`src/pack_prot_consts.svh`:
```
`ifndef PACK_PROT_CONSTS_SVH
`define PACK_PROT_CONSTS_SVH

// Register indexes; byte address is four times the index
`define IDX_CONTROL 4'h0
`define IDX_STATUS 4'h1
`define IDX_LATCH 4'h2
`define IDX_BALANCE 4'h3
`define IDX_TRIM 4'h4
`define IDX_WAKE 4'h5
`define IDX_HOST_TGT 4'h6
`define IDX_STORED_TGT 4'h7
`define IDX_CHG_CFG 4'h8
`define IDX_BUCK 4'h9
`define IDX_LAST 4'h9

// Control register fields
`define CTL_CHG_EN 0
`define CTL_DSG_EN 1
`define CTL_HALT 2
`define CTL_CHGR_EN 3
`define CTL_HOST_PROF 4
`define CTL_W 5

// Status register fields
`define ST_ADAPTER_FET_PERMIT 0
`define ST_FUSE_RAW 1
`define ST_HALTED 2
`define ST_TRIM 3
`define ST_ACGATE 4
`define ST_PHASE_LO 5
`define ST_PHASE_HI 6

// Latched status fields, write one to clear
`define LT_FUSE 0
`define LT_OSC 1
`define LT_SAFETY 2
`define LT_W 3

// Reset values
`define CTL_RESET 5'h00
`define BAL_RESET 3'h0
`define WAKE_RESET 8'h10
`define BUCK_RESET 8'h00

// Timing
`define SYS_CLK_MHZ 250
`define FUSE_DELAY_MS 1
`define FUSE_BLOW_MS 500
`define RST_HOLD_US 2000
`define OSC_NOM_HZ 262144
`define OSC_WINDOW_US 256
`define BUCK_KHZ 1000
`define PRE_CUR_SHIFT 3

`endif

```
`src/pack_prot_pkg.sv`:
```
package pack_prot_pkg;
  typedef enum logic [1:0] {
    PH_IDLE = 2'b00,
    PH_PRE = 2'b01,
    PH_CCCV = 2'b10,
    PH_DONE = 2'b11
  } charge_phase_t;
  typedef logic [31:0] word_t;
  typedef logic [15:0] meas_t;
endpackage

```
`src/pack_protection_fet_fuse_ctrl.sv`:
```
// Decided for this implementation: the AHB-Lite register port.
`include "pack_prot_consts.svh"
`timescale 1ns/10ps
`default_nettype none
module pack_protection_fet_fuse_ctrl
  import pack_prot_pkg::*;
#(
  parameter int unsigned FUSE_DELAY_CYC = `FUSE_DELAY_MS * 1000 * `SYS_CLK_MHZ,
  parameter int unsigned FUSE_BLOW_CYC = `FUSE_BLOW_MS * 1000 * `SYS_CLK_MHZ,
  parameter int unsigned RST_HOLD_CYC = `RST_HOLD_US * `SYS_CLK_MHZ,
  parameter int unsigned OSC_WINDOW_CYC = `OSC_WINDOW_US * `SYS_CLK_MHZ,
  parameter int unsigned OSC_MIN_EDGES = `OSC_NOM_HZ / 1000 * `OSC_WINDOW_US / 2000
) (
  input wire logic sys_clk, // 250 MHz clock
  input wire logic rst, // Async reset, active high
  input wire logic hsel, // AHB-Lite select
  input wire logic [31:0] haddr, // AHB-Lite address
  input wire logic [1:0] htrans, // AHB-Lite transfer type
  input wire logic hwrite, // AHB-Lite write
  input wire logic [2:0] hsize, // AHB-Lite size, word only
  input wire logic [31:0] hwdata, // AHB-Lite write data
  input wire logic hready, // AHB-Lite bus ready
  output logic hreadyout, // Always ready, no waits
  output logic hresp, // Always OKAY
  output word_t hrdata, // Read data, registered
  input wire logic safetyFault, // Pin: any safety fault
  input wire logic supplyAboveSense, // Pin: supply above high-side node
  input wire logic fuseDriveRaw, // Pin: fuse drive state
  input wire logic regulatorGood, // Pin: regulator above threshold+hys
  input wire logic slowOscIn, // Pin: 262.144 kHz oscillator
  input wire logic wakeCompTrip, // Pin: sense voltage past threshold
  input wire meas_t cellVoltMin, // Lowest cell voltage
  input wire meas_t cellVoltMax, // Highest cell voltage
  input wire meas_t chargeCurrent, // Measured charge current
  output logic chargeFetGate, // Charge FET gate drive
  output logic dischargeFetGate, // Discharge FET gate drive
  output logic adapterFetGate, // Adapter FET gate drive
  output logic [2:0] balanceEn, // Cell bypass switches
  output logic [7:0] wakeThreshold, // Wake comparator threshold
  output logic [7:0] trimValue, // Trim to the analog front end
  output logic gaugeResetOut, // Internal reset, high during hold
  output logic halted, // Halt state
  output logic frontEndIrq, // Interrupt, active high
  output meas_t chargeVoltSet, // Charger voltage target
  output meas_t chargeCurSet, // Charger current target
  output logic buckHighGate, // Buck high-side gate
  output logic buckLowGate // Buck low-side gate
);
  localparam int unsigned BUCK_PERIOD = `SYS_CLK_MHZ * 1000 / `BUCK_KHZ;

  // Synchronised pins
  logic safeS, supplyS, fuseS, regS, oscS, wakeS;
  level_sync #(.W(6)) pinSync (
    .sys_clk(sys_clk),
    .rst(rst),
    .asyncIn({safetyFault, supplyAboveSense, fuseDriveRaw, regulatorGood, slowOscIn,
      wakeCompTrip}),
    .syncOut({safeS, supplyS, fuseS, regS, oscS, wakeS})
  );

  logic oscFail;
  slow_osc_monitor #(.WINDOW_CYC(OSC_WINDOW_CYC), .MIN_EDGES(OSC_MIN_EDGES)) oscMon (
    .sys_clk(sys_clk),
    .rst(rst),
    .oscLevel(oscS),
    .oscFail(oscFail)
  );

  // Register index of a word address, and whether it is mapped
  function automatic logic [3:0] regIdx(input logic [31:0] a);
    regIdx = a[5:2];
  endfunction

  function automatic logic isMapped(input logic [31:0] a);
    isMapped = (a[31:6] == '0) && (a[5:2] <= `IDX_LAST);
  endfunction

  // Bus phase state
  logic wrPend_r, wrPend_nxt;
  logic [3:0] wrIdx_r, wrIdx_nxt;
  logic wrOk_r, wrOk_nxt;
  word_t hrdata_nxt;
  logic accept, latchRead;

  // Register file state
  logic [`CTL_W-1:0] ctl_r, ctl_nxt;
  logic acPermit_r, acPermit_nxt;
  logic [`LT_W-1:0] latch_r, latch_nxt;
  logic [2:0] bal_r, bal_nxt;
  logic [7:0] trim_r, trim_nxt;
  logic trimLoaded_r, trimLoaded_nxt;
  logic [7:0] wake_r, wake_nxt;
  word_t hostTgt_r, hostTgt_nxt;
  word_t storedTgt_r, storedTgt_nxt;
  word_t chgCfg_r, chgCfg_nxt;
  logic [7:0] duty_r, duty_nxt;
  logic halted_r, halted_nxt;
  logic irq_r, irq_nxt;
  logic [7:0] statusWord;
  logic [7:0] statusPrev_r;

  // Fuse, reset hold and gate state
  logic [31:0] fuseCnt_r, fuseCnt_nxt;
  logic [31:0] blowCnt_r, blowCnt_nxt;
  logic blowArmed_r, blowArmed_nxt;
  logic fuseCut_r, fuseCut_nxt;
  logic fuseSet;
  logic [31:0] holdCnt_r, holdCnt_nxt;
  logic resetHeld_r, resetHeld_nxt;
  logic fetAllowed;

  // Charger state
  charge_phase_t phase_r, phase_nxt;
  logic [7:0] buckCnt_r, buckCnt_nxt;
  meas_t voltSel, curSel;

  assign hreadyout = 1'b1;
  assign hresp = 1'b0;
  assign accept = hsel & htrans[1] & hready;
  assign latchRead = accept & ~hwrite & isMapped(haddr) & (regIdx(haddr) == `IDX_LATCH);

  // Live status byte; the raw fuse bit is always visible
  assign statusWord = {1'b0, phase_r, adapterFetGate, trimLoaded_r, halted_r,
    fuseS, acPermit_r};

  // Address phase capture and read data, registered for the data phase
  always_comb
  begin
    wrPend_nxt = accept & hwrite;
    wrIdx_nxt = regIdx(haddr);
    wrOk_nxt = isMapped(haddr);
    hrdata_nxt = hrdata;
    if (accept & ~hwrite)
    begin
      hrdata_nxt = '0;
      if (isMapped(haddr))
      begin
        unique case (regIdx(haddr))
          `IDX_CONTROL: hrdata_nxt = {27'h0, ctl_r};
          `IDX_STATUS: hrdata_nxt = {24'h0, statusWord};
          `IDX_LATCH: hrdata_nxt = {29'h0, latch_r};
          `IDX_BALANCE: hrdata_nxt = {29'h0, bal_r};
          `IDX_TRIM: hrdata_nxt = {24'h0, trim_r};
          `IDX_WAKE: hrdata_nxt = {24'h0, wake_r};
          `IDX_HOST_TGT: hrdata_nxt = hostTgt_r;
          `IDX_STORED_TGT: hrdata_nxt = storedTgt_r;
          `IDX_CHG_CFG: hrdata_nxt = chgCfg_r;
          default: hrdata_nxt = {24'h0, duty_r};
        endcase
      end
    end
  end

  always_ff @(posedge sys_clk or posedge rst)
  begin
    if (rst)
    begin
      wrPend_r <= 1'b0;
      wrIdx_r <= '0;
      wrOk_r <= 1'b0;
      hrdata <= '0;
    end
    else
    begin
      wrPend_r <= wrPend_nxt;
      wrIdx_r <= wrIdx_nxt;
      wrOk_r <= wrOk_nxt;
      hrdata <= hrdata_nxt;
    end
  end

  // Register writes, sticky flags, halt and interrupt
  always_comb
  begin
    ctl_nxt = ctl_r;
    acPermit_nxt = acPermit_r;
    latch_nxt = latch_r;
    bal_nxt = bal_r;
    trim_nxt = trim_r;
    trimLoaded_nxt = trimLoaded_r;
    wake_nxt = wake_r;
    hostTgt_nxt = hostTgt_r;
    storedTgt_nxt = storedTgt_r;
    chgCfg_nxt = chgCfg_r;
    duty_nxt = duty_r;
    halted_nxt = halted_r;
    irq_nxt = irq_r & ~latchRead;
    if (wrPend_r & wrOk_r)
    begin
      unique case (wrIdx_r)
        `IDX_CONTROL: ctl_nxt = hwdata[`CTL_W-1:0];
        `IDX_STATUS: acPermit_nxt = hwdata[`ST_ADAPTER_FET_PERMIT];
        `IDX_LATCH: latch_nxt = latch_r & ~hwdata[`LT_W-1:0];
        `IDX_BALANCE: bal_nxt = hwdata[2:0];
        `IDX_TRIM:
        begin
          trim_nxt = hwdata[7:0];
          trimLoaded_nxt = 1'b1;
        end
        `IDX_WAKE: wake_nxt = hwdata[7:0];
        `IDX_HOST_TGT: hostTgt_nxt = hwdata;
        `IDX_STORED_TGT: storedTgt_nxt = hwdata;
        `IDX_CHG_CFG: chgCfg_nxt = hwdata;
        default: duty_nxt = hwdata[7:0];
      endcase
    end
    // Halt request is a one-shot; wake beats a same-cycle request
    if (ctl_nxt[`CTL_HALT])
    begin
      halted_nxt = 1'b1;
      ctl_nxt[`CTL_HALT] = 1'b0;
    end
    if (wakeS)
      halted_nxt = 1'b0;
    // Hardware set wins over a software clear in the same cycle
    if (fuseSet)
      latch_nxt[`LT_FUSE] = 1'b1;
    if (oscFail)
      latch_nxt[`LT_OSC] = 1'b1;
    if (safeS)
      latch_nxt[`LT_SAFETY] = 1'b1;
    // Newly set flags or a changed status byte raise the interrupt
    if ((latch_nxt & ~latch_r) != '0 || statusWord != statusPrev_r)
      irq_nxt = 1'b1;
  end

  always_ff @(posedge sys_clk or posedge rst)
  begin
    if (rst)
    begin
      ctl_r <= `CTL_RESET;
      acPermit_r <= 1'b0;
      latch_r <= '0;
      bal_r <= `BAL_RESET;
      trim_r <= '0;
      trimLoaded_r <= 1'b0;
      wake_r <= `WAKE_RESET;
      hostTgt_r <= '0;
      storedTgt_r <= '0;
      chgCfg_r <= '0;
      duty_r <= `BUCK_RESET;
      halted_r <= 1'b0;
      irq_r <= 1'b0;
      statusPrev_r <= '0;
    end
    else
    begin
      ctl_r <= ctl_nxt;
      acPermit_r <= acPermit_nxt;
      latch_r <= latch_nxt;
      bal_r <= bal_nxt;
      trim_r <= trim_nxt;
      trimLoaded_r <= trimLoaded_nxt;
      wake_r <= wake_nxt;
      hostTgt_r <= hostTgt_nxt;
      storedTgt_r <= storedTgt_nxt;
      chgCfg_r <= chgCfg_nxt;
      duty_r <= duty_nxt;
      halted_r <= halted_nxt;
      irq_r <= irq_nxt;
      statusPrev_r <= statusWord;
    end
  end

  assign balanceEn = bal_r;
  assign wakeThreshold = wake_r;
  assign trimValue = trim_r;
  assign halted = halted_r;
  assign frontEndIrq = irq_r;

  // Fuse qualification then blow timer; a cut stays until reset
  always_comb
  begin
    fuseSet = 1'b0;
    fuseCnt_nxt = '0;
    blowArmed_nxt = blowArmed_r;
    blowCnt_nxt = blowCnt_r;
    fuseCut_nxt = fuseCut_r;
    if (fuseS)
    begin
      fuseCnt_nxt = fuseCnt_r;
      if (fuseCnt_r < FUSE_DELAY_CYC)
        fuseCnt_nxt = fuseCnt_r + 32'h1;
      if (fuseCnt_r == FUSE_DELAY_CYC - 1)
        fuseSet = 1'b1;
    end
    if (fuseSet)
    begin
      blowArmed_nxt = 1'b1;
      blowCnt_nxt = '0;
    end
    else if (blowArmed_r)
    begin
      // Software clearing the flag in time aborts the cut
      if (!latch_r[`LT_FUSE])
        blowArmed_nxt = 1'b0;
      else if (blowCnt_r == FUSE_BLOW_CYC - 1)
      begin
        fuseCut_nxt = 1'b1;
        blowArmed_nxt = 1'b0;
      end
      else
        blowCnt_nxt = blowCnt_r + 32'h1;
    end
  end

  always_ff @(posedge sys_clk or posedge rst)
  begin
    if (rst)
    begin
      fuseCnt_r <= '0;
      blowCnt_r <= '0;
      blowArmed_r <= 1'b0;
      fuseCut_r <= 1'b0;
    end
    else
    begin
      fuseCnt_r <= fuseCnt_nxt;
      blowCnt_r <= blowCnt_nxt;
      blowArmed_r <= blowArmed_nxt;
      fuseCut_r <= fuseCut_nxt;
    end
  end

  // Reset hold: regulator must stay good for the whole hold time
  always_comb
  begin
    holdCnt_nxt = '0;
    resetHeld_nxt = 1'b1;
    if (regS)
    begin
      holdCnt_nxt = holdCnt_r;
      if (holdCnt_r < RST_HOLD_CYC)
        holdCnt_nxt = holdCnt_r + 32'h1;
      resetHeld_nxt = (holdCnt_nxt < RST_HOLD_CYC);
    end
  end

  always_ff @(posedge sys_clk or posedge rst)
  begin
    if (rst)
    begin
      holdCnt_r <= '0;
      resetHeld_r <= 1'b1;
    end
    else
    begin
      holdCnt_r <= holdCnt_nxt;
      resetHeld_r <= resetHeld_nxt;
    end
  end

  assign gaugeResetOut = resetHeld_r;

  // Charge and discharge gates need trim loaded, no fault and no fuse cut
  assign fetAllowed = ~resetHeld_r & trimLoaded_r & ~safeS & ~fuseCut_r;

  always_ff @(posedge sys_clk or posedge rst)
  begin
    if (rst)
    begin
      chargeFetGate <= 1'b0;
      dischargeFetGate <= 1'b0;
      adapterFetGate <= 1'b0;
    end
    else
    begin
      chargeFetGate <= fetAllowed & ctl_r[`CTL_CHG_EN];
      dischargeFetGate <= fetAllowed & ctl_r[`CTL_DSG_EN];
      adapterFetGate <= acPermit_r & supplyS & ~resetHeld_r;
    end
  end

  // Target selection: host profile or stored profile
  assign voltSel = ctl_r[`CTL_HOST_PROF] ? hostTgt_r[15:0] : storedTgt_r[15:0];
  assign curSel = ctl_r[`CTL_HOST_PROF] ? hostTgt_r[31:16] : storedTgt_r[31:16];

  // Charge phases and 1 MHz buck counter
  always_comb
  begin
    phase_nxt = phase_r;
    buckCnt_nxt = 8'h0;
    if (buckCnt_r != BUCK_PERIOD[7:0] - 8'h1)
      buckCnt_nxt = buckCnt_r + 8'h1;
    if (!(ctl_r[`CTL_CHGR_EN] & fetAllowed & ~halted_r))
      phase_nxt = PH_IDLE;
    else
    begin
      unique case (phase_r)
        PH_IDLE: phase_nxt = (cellVoltMin < chgCfg_r[15:0]) ? PH_PRE : PH_CCCV;
        PH_PRE:
          if (cellVoltMin >= chgCfg_r[15:0])
            phase_nxt = PH_CCCV;
        PH_CCCV:
          if (cellVoltMax >= voltSel && chargeCurrent < chgCfg_r[31:16])
            phase_nxt = PH_DONE;
        PH_DONE: phase_nxt = PH_DONE;
      endcase
    end
  end

  always_ff @(posedge sys_clk or posedge rst)
  begin
    if (rst)
    begin
      phase_r <= PH_IDLE;
      buckCnt_r <= '0;
      chargeVoltSet <= '0;
      chargeCurSet <= '0;
      buckHighGate <= 1'b0;
      buckLowGate <= 1'b0;
    end
    else
    begin
      phase_r <= phase_nxt;
      buckCnt_r <= buckCnt_nxt;
      chargeVoltSet <= voltSel;
      // Precharge runs at a fraction of the full target current
      chargeCurSet <= (phase_r == PH_PRE) ? (curSel >> `PRE_CUR_SHIFT) : curSel;
      // Complementary drive; no dead time, the external driver adds it
      buckHighGate <= (phase_r == PH_PRE || phase_r == PH_CCCV) && (buckCnt_r < duty_r);
      buckLowGate <= (phase_r == PH_PRE || phase_r == PH_CCCV) && (buckCnt_r >= duty_r);
    end
  end
endmodule
`default_nettype wire

```
`src/level_sync.sv`:
```
`timescale 1ns/10ps
`default_nettype none
module level_sync #(
  parameter int W = 1
) (
  input wire logic sys_clk, // System clock
  input wire logic rst, // Async reset, active high
  input wire logic [W-1:0] asyncIn, // Pins from outside the domain
  output logic [W-1:0] syncOut // Resynchronised levels
);
  logic [W-1:0] meta_r;

  // Two-stage synchroniser; first stage feeds only the second
  always_ff @(posedge sys_clk or posedge rst)
  begin
    if (rst)
    begin
      meta_r <= '0;
      syncOut <= '0;
    end
    else
    begin
      meta_r <= asyncIn;
      syncOut <= meta_r;
    end
  end
endmodule
`default_nettype wire

```
`src/slow_osc_monitor.sv`:
```
`timescale 1ns/10ps
`default_nettype none
module slow_osc_monitor #(
  parameter int unsigned WINDOW_CYC = 64000,
  parameter int unsigned MIN_EDGES = 33
) (
  input wire logic sys_clk, // System clock
  input wire logic rst, // Async reset, active high
  input wire logic oscLevel, // Synchronised slow oscillator
  output logic oscFail // One-cycle pulse on a slow window
);
  logic [31:0] winCnt_r, winCnt_nxt;
  logic [31:0] edgeCnt_r, edgeCnt_nxt;
  logic oscPrev_r;
  logic oscFail_nxt;

  // Count rising edges over a fixed window, judge at its end
  always_comb
  begin
    winCnt_nxt = winCnt_r + 32'h1;
    edgeCnt_nxt = edgeCnt_r + {31'h0, (oscLevel & ~oscPrev_r)};
    oscFail_nxt = 1'b0;
    if (winCnt_r == WINDOW_CYC - 1)
    begin
      winCnt_nxt = '0;
      edgeCnt_nxt = '0;
      oscFail_nxt = (edgeCnt_r < MIN_EDGES);
    end
  end

  always_ff @(posedge sys_clk or posedge rst)
  begin
    if (rst)
    begin
      winCnt_r <= '0;
      edgeCnt_r <= '0;
      oscPrev_r <= 1'b0;
      oscFail <= 1'b0;
    end
    else
    begin
      winCnt_r <= winCnt_nxt;
      edgeCnt_r <= edgeCnt_nxt;
      oscPrev_r <= oscLevel;
      oscFail <= oscFail_nxt;
    end
  end
endmodule
`default_nettype wire

```
`config.mk`:
```
export PLATFORM = sky130hd
export DESIGN_NAME = pack_protection_fet_fuse_ctrl
export DESIGN_NICKNAME = d
export VERILOG_FILES = /design/src/pack_prot_pkg.sv /design/src/pack_protection_fet_fuse_ctrl.sv /design/src/level_sync.sv /design/src/slow_osc_monitor.sv
export VERILOG_INCLUDE_DIRS = /design/src
export SDC_FILE = /design/constraint.sdc
export NUM_CORES = 1
export LEC_CHECK = 0
export BUFFER_PORTS_ARGS = -buffer_cell sky130_fd_sc_hd__buf_2
export CORE_MARGIN = 4
export CORE_UTILIZATION = 54
export DETAILED_ROUTE_END_ITERATION = 7
export GPL_ROUTABILITY_DRIVEN = 0
export PLACE_DENSITY = 0.79
export SYNTH_ARGS = -nofsm -noshare
export SYNTH_HDL_FRONTEND = slang
export SYNTH_SLANG_ARGS = --single-unit
```
`constraint.sdc`:
```
create_clock -name sys_clk -period 17 [get_ports sys_clk]
set_input_delay 0 -clock sys_clk [delete_from_list [all_inputs] [get_ports sys_clk]]
set_output_delay 0 -clock sys_clk [all_outputs]
set_load 0.05 [all_outputs]
```
==> impl_results.md <==
* Grt ovf at 0
* Remaining antenna violation count after routing at 0
* DRT Pass-1 Iters at 5
* Power, Total at roughly 0.002 W
* Worst r2r dst: phase_r[1]$_DFFE_PP0P_
* Buf+Inv Stages, Crit Path at 1
* Vias per inst at 5.82
* Crit path largest cell delay at 0.53 ns
* Layout Utilization at 65.1%
* Final period util at 19.2%
* Final hold viol count at 0
* Status: complete, no violations
* Clock sinks at 403
* Hold_sp: slowOscIn
* Antenna violations before repair at 2
* Power per cell area at 90.1 nW/µm²
* Vias in the first global route at 15.0k
* RR Startpoint: ctl_r[4]$_DFFE_PP0P_
* Post-Place Cells at 2378
* Finished Layout Cells at 2510
* Sw Ratio at 22.1%
* Comb power frac at 5.1%
* Clock tree buffer depth at 3
* First-pass GRT wire length at 77900 µm
* Critical path type: flop to flop
* Worst Skew at 0.0235 ns
* Post-DP HPWL at ~33000 µm
* Starting Density at 55.1%
* Routed met3 length at approximately 4300 µm
* Synth Warn # at 0
* GRT Overall Usage at roughly 25%
* Top Layer Used: met4
* Initial DRC Count at 1103
* Chip height at 196 µm
* Crit-path max FO at 33
* Worst EP arrival at 3.68 ns
* # port buffers at 212
* Synth cell types at 79
* Area of the mapped netlist at around 19000 µm²
* Async SR Flop Fraction at 100%
* Layout Nets at 2216
* Leakage at 10.9 nW
* Setup TNS at 0 ns
* Syn Nets at approximately 2.0k
* Core area at 34800 µm²
* Most frequent cells after synthesis: dfrtp_1, nand2_1, nor2_1, o21ai_0, mux2_2
* CP Data Required Time at 17.43 ns
* Slew HR at around a fifth
* Slew Viols, Final at 0
* Post-synth top flop: dfrtp_1
* Area contributors post-synth: dfrtp_1, mux2_2, ha_1
* Psw at 0.000451 W
* RSZ-0062 raised after global routing: false
* R2R depth at 10
* Final setup fails at 0
* CTS Buf Count at 43
* Clock power frac at 46.8%
* Drt drc at 0
* Yosys reg bits at 403
* Reg-to-reg slack, setup at 13.74 ns
* WL/cell at 19.3 µm
* Top cell type's share of synthesized area at between 50% and 60%
* H-Tree Depth at 2
* Worst path cell trace: buf_4 -> mux2i_1 -> ha_1 -> a2111o_1 -> a31oi_1 -> o21ai_0 -> a211oi_1 -> nor3_1 -> o22a_1 -> o221a_2
* Worst hold path class: input pin to flop
* Number of synthesized flops with an enable pin at 0
* Seq/Total Area, Yosys at 52.6%
* Crit start category: flop
* Hold slack at 0.109 ns
* Vias at 14.6k
* Row count at 68
* CTS tree: built
* Die area at 38600 µm²
* Number of fill cells in the layout at 2606
* Crit. End Element: flop
* Root Driver: clkbuf_16
* Synth-to-Final Area Change at 18.2%
* Area leader, netlist: dfrtp_1
* Post-synthesis area per instance at 10.8 µm²
* Met2 WL post-DR at 22700 µm
* Insertion delay to the later sink of the worst-skew pair at approximately 0.54 ns
* Worst setup startpoint: ctl_r[4]$_DFFE_PP0P_
* Layout cells sized above 1 at 21.1%
* Drt total wl at 48500 µm
* # IOs at between 200 and 250
* Pin count of the biggest net entering global routing at 118
* Max VDD drop at 0.0000951 V
* Min Clock Period, post-route at 3.26 ns
* Metal-1 WL at 19700 µm
* Mapped Cells at 1767
* Crit path to: phase_r[1]$_DFFE_PP0P_
* Worst path depth at 10
* Post-CTS Resized at 0
* Most numerous cell in the Yosys netlist: dfrtp_1
* Clock transition at path regs at 0.06 ns
* P_int at 0.00159 W
* Max-cap violations at 0
* Fmax at 307 MHz
* Die Span X at 196 µm
* Worst-Margin Slew at 1.19 ns
* Cell family with most CP delay: compound AO/OA/AOI/OAI gates
* Reg power frac at 48.1%
* CP max stage cell: buf_4
-- area by class of cell --
type                       count  area (µm²)  share of cell area (%)
timing repair buffer         279        1700                    7.49
multi-input combinational   1205        8490                    37.5
sequential                   403       10100                    44.5
inverter                      89         342                    1.51
clock inverter                15         188                   0.829
antenna                        3        7.51                  0.0331
tap                          455         569                    2.51
clock buffer                  61        1270                    5.59
-- sequential cells by signal, summed over array words and instances (netlist names), 2 cells and up --
signal / cells
blowCnt_r: 32
chgCfg_r: 32
fuseCnt_r: 32
holdCnt_r: 32
hostTgt_r: 32
hrdata: 32
oscMon.edgeCnt_r: 32
oscMon.winCnt_r: 32
storedTgt_r: 32
chargeCurSet: 16
chargeVoltSet: 16
buckCnt_r: 8
duty_r: 8
trimValue: 8
wakeThreshold: 8
statusPrev_r: 7
pinSync.meta_r: 6
pinSync.syncOut: 6
ctl_r: 4
wrIdx_r: 4
balanceEn: 3
latch_r: 3
phase_r: 2
-- per-stage QoR --
stage          area [µm²]  setup WS (ns)
3_3_place_gp        20700          13.76
2_1_floorplan       19200           5.79
5_1_grt             22600          13.56
3_5_place_dp        20700          13.70
4_1_cts             22600          13.72
6_report            22700          13.74
-- cells by family (layout without fill, tap and decap cells) --
| group | count (synthesis) | in the layout | share of synthesized area [%] |
|---|---|---|---|
| other | 2 | 5 | 0.0392 |
| AND/OR/NAND/NOR | 623 | 623 | 16.6 |
| XOR/XNOR | 120 | 120 | 5.49 |
| AO/OA/AOI/OAI | 255 | 255 | 8.67 |
| flip-flops | 403 | 403 | 52.6 |
| multiplexers | 138 | 138 | 8.93 |
| adder cells (fa/ha/maj) | 67 | 67 | 4.38 |
| buffers and inverters | 159 | 444 | 3.23 |
-- placed cells by master (no fill, tap or decap), types with 7 or more instances in the layout --
cell type,count
nand2b_1,13
nor2b_1,15
dlygate4sd3_1,53
and2_1,48
buf_4,14
clkinv_2,7
o21ai_0,117
a31oi_1,9
a21oi_1,33
xnor2_1,72
dfrtp_1,400
nand2_1,162
clkbuf_8,8
nand3_1,53
clkbuf_1,8
a211oi_1,8
nand4_1,43
nor3_1,27
a21o_1,10
nor2_1,137
and3_1,29
a222oi_1,24
clkbuf_16,45
xor2_1,48
mux4_2,17
nor4_1,32
or3_1,21
mux2i_1,27
buf_2,212
ha_1,67
mux2_2,94
o31ai_1,9
o211ai_1,7
and4_1,10
inv_1,88
-- how the worst min path moves through the flow --
stage / to / slack [ns] / cells after the start
finish: pinSync.meta_r[1]$_DFF_PP0_ / 0.11 / 2
global route: pinSync.meta_r[1]$_DFF_PP0_ / 0.11 / 2
CTS: pinSync.meta_r[1]$_DFF_PP0_ / 0.09 / 2
detailed placement: pinSync.meta_r[1]$_DFF_PP0_ / 0.11 / 1
global placement: pinSync.meta_r[1]$_DFF_PP0_ / 0.11 / 1
floorplan: pinSync.meta_r[0]$_DFF_PP0_ / 0.03 / 0
-- what timing repair did --
item                                   CTS  global route
buffers inserted                         0             0
endpoints found under the hold margin  261             0
hold buffers                            53             0
-- power by group through the flow --
stage               clock, W  combinational (W)  sequential, W
floorplan                  0          0.0000520        0.00100
global placement           0          0.0000913       0.000998
detailed placement         0          0.0000947       0.000998
CTS                 0.000968           0.000104       0.000981
global route         0.00101           0.000116       0.000982
finish              0.000955           0.000104       0.000981
-- layer usage --
metal  vias to the layer above  GRT usage, %
li1                       6742             -
met1                      7216          32.8
met2                       528          40.0
met3                       115          6.38
met4                         0          8.95
met5                         -             0
(Power assumes the default switching activity.)
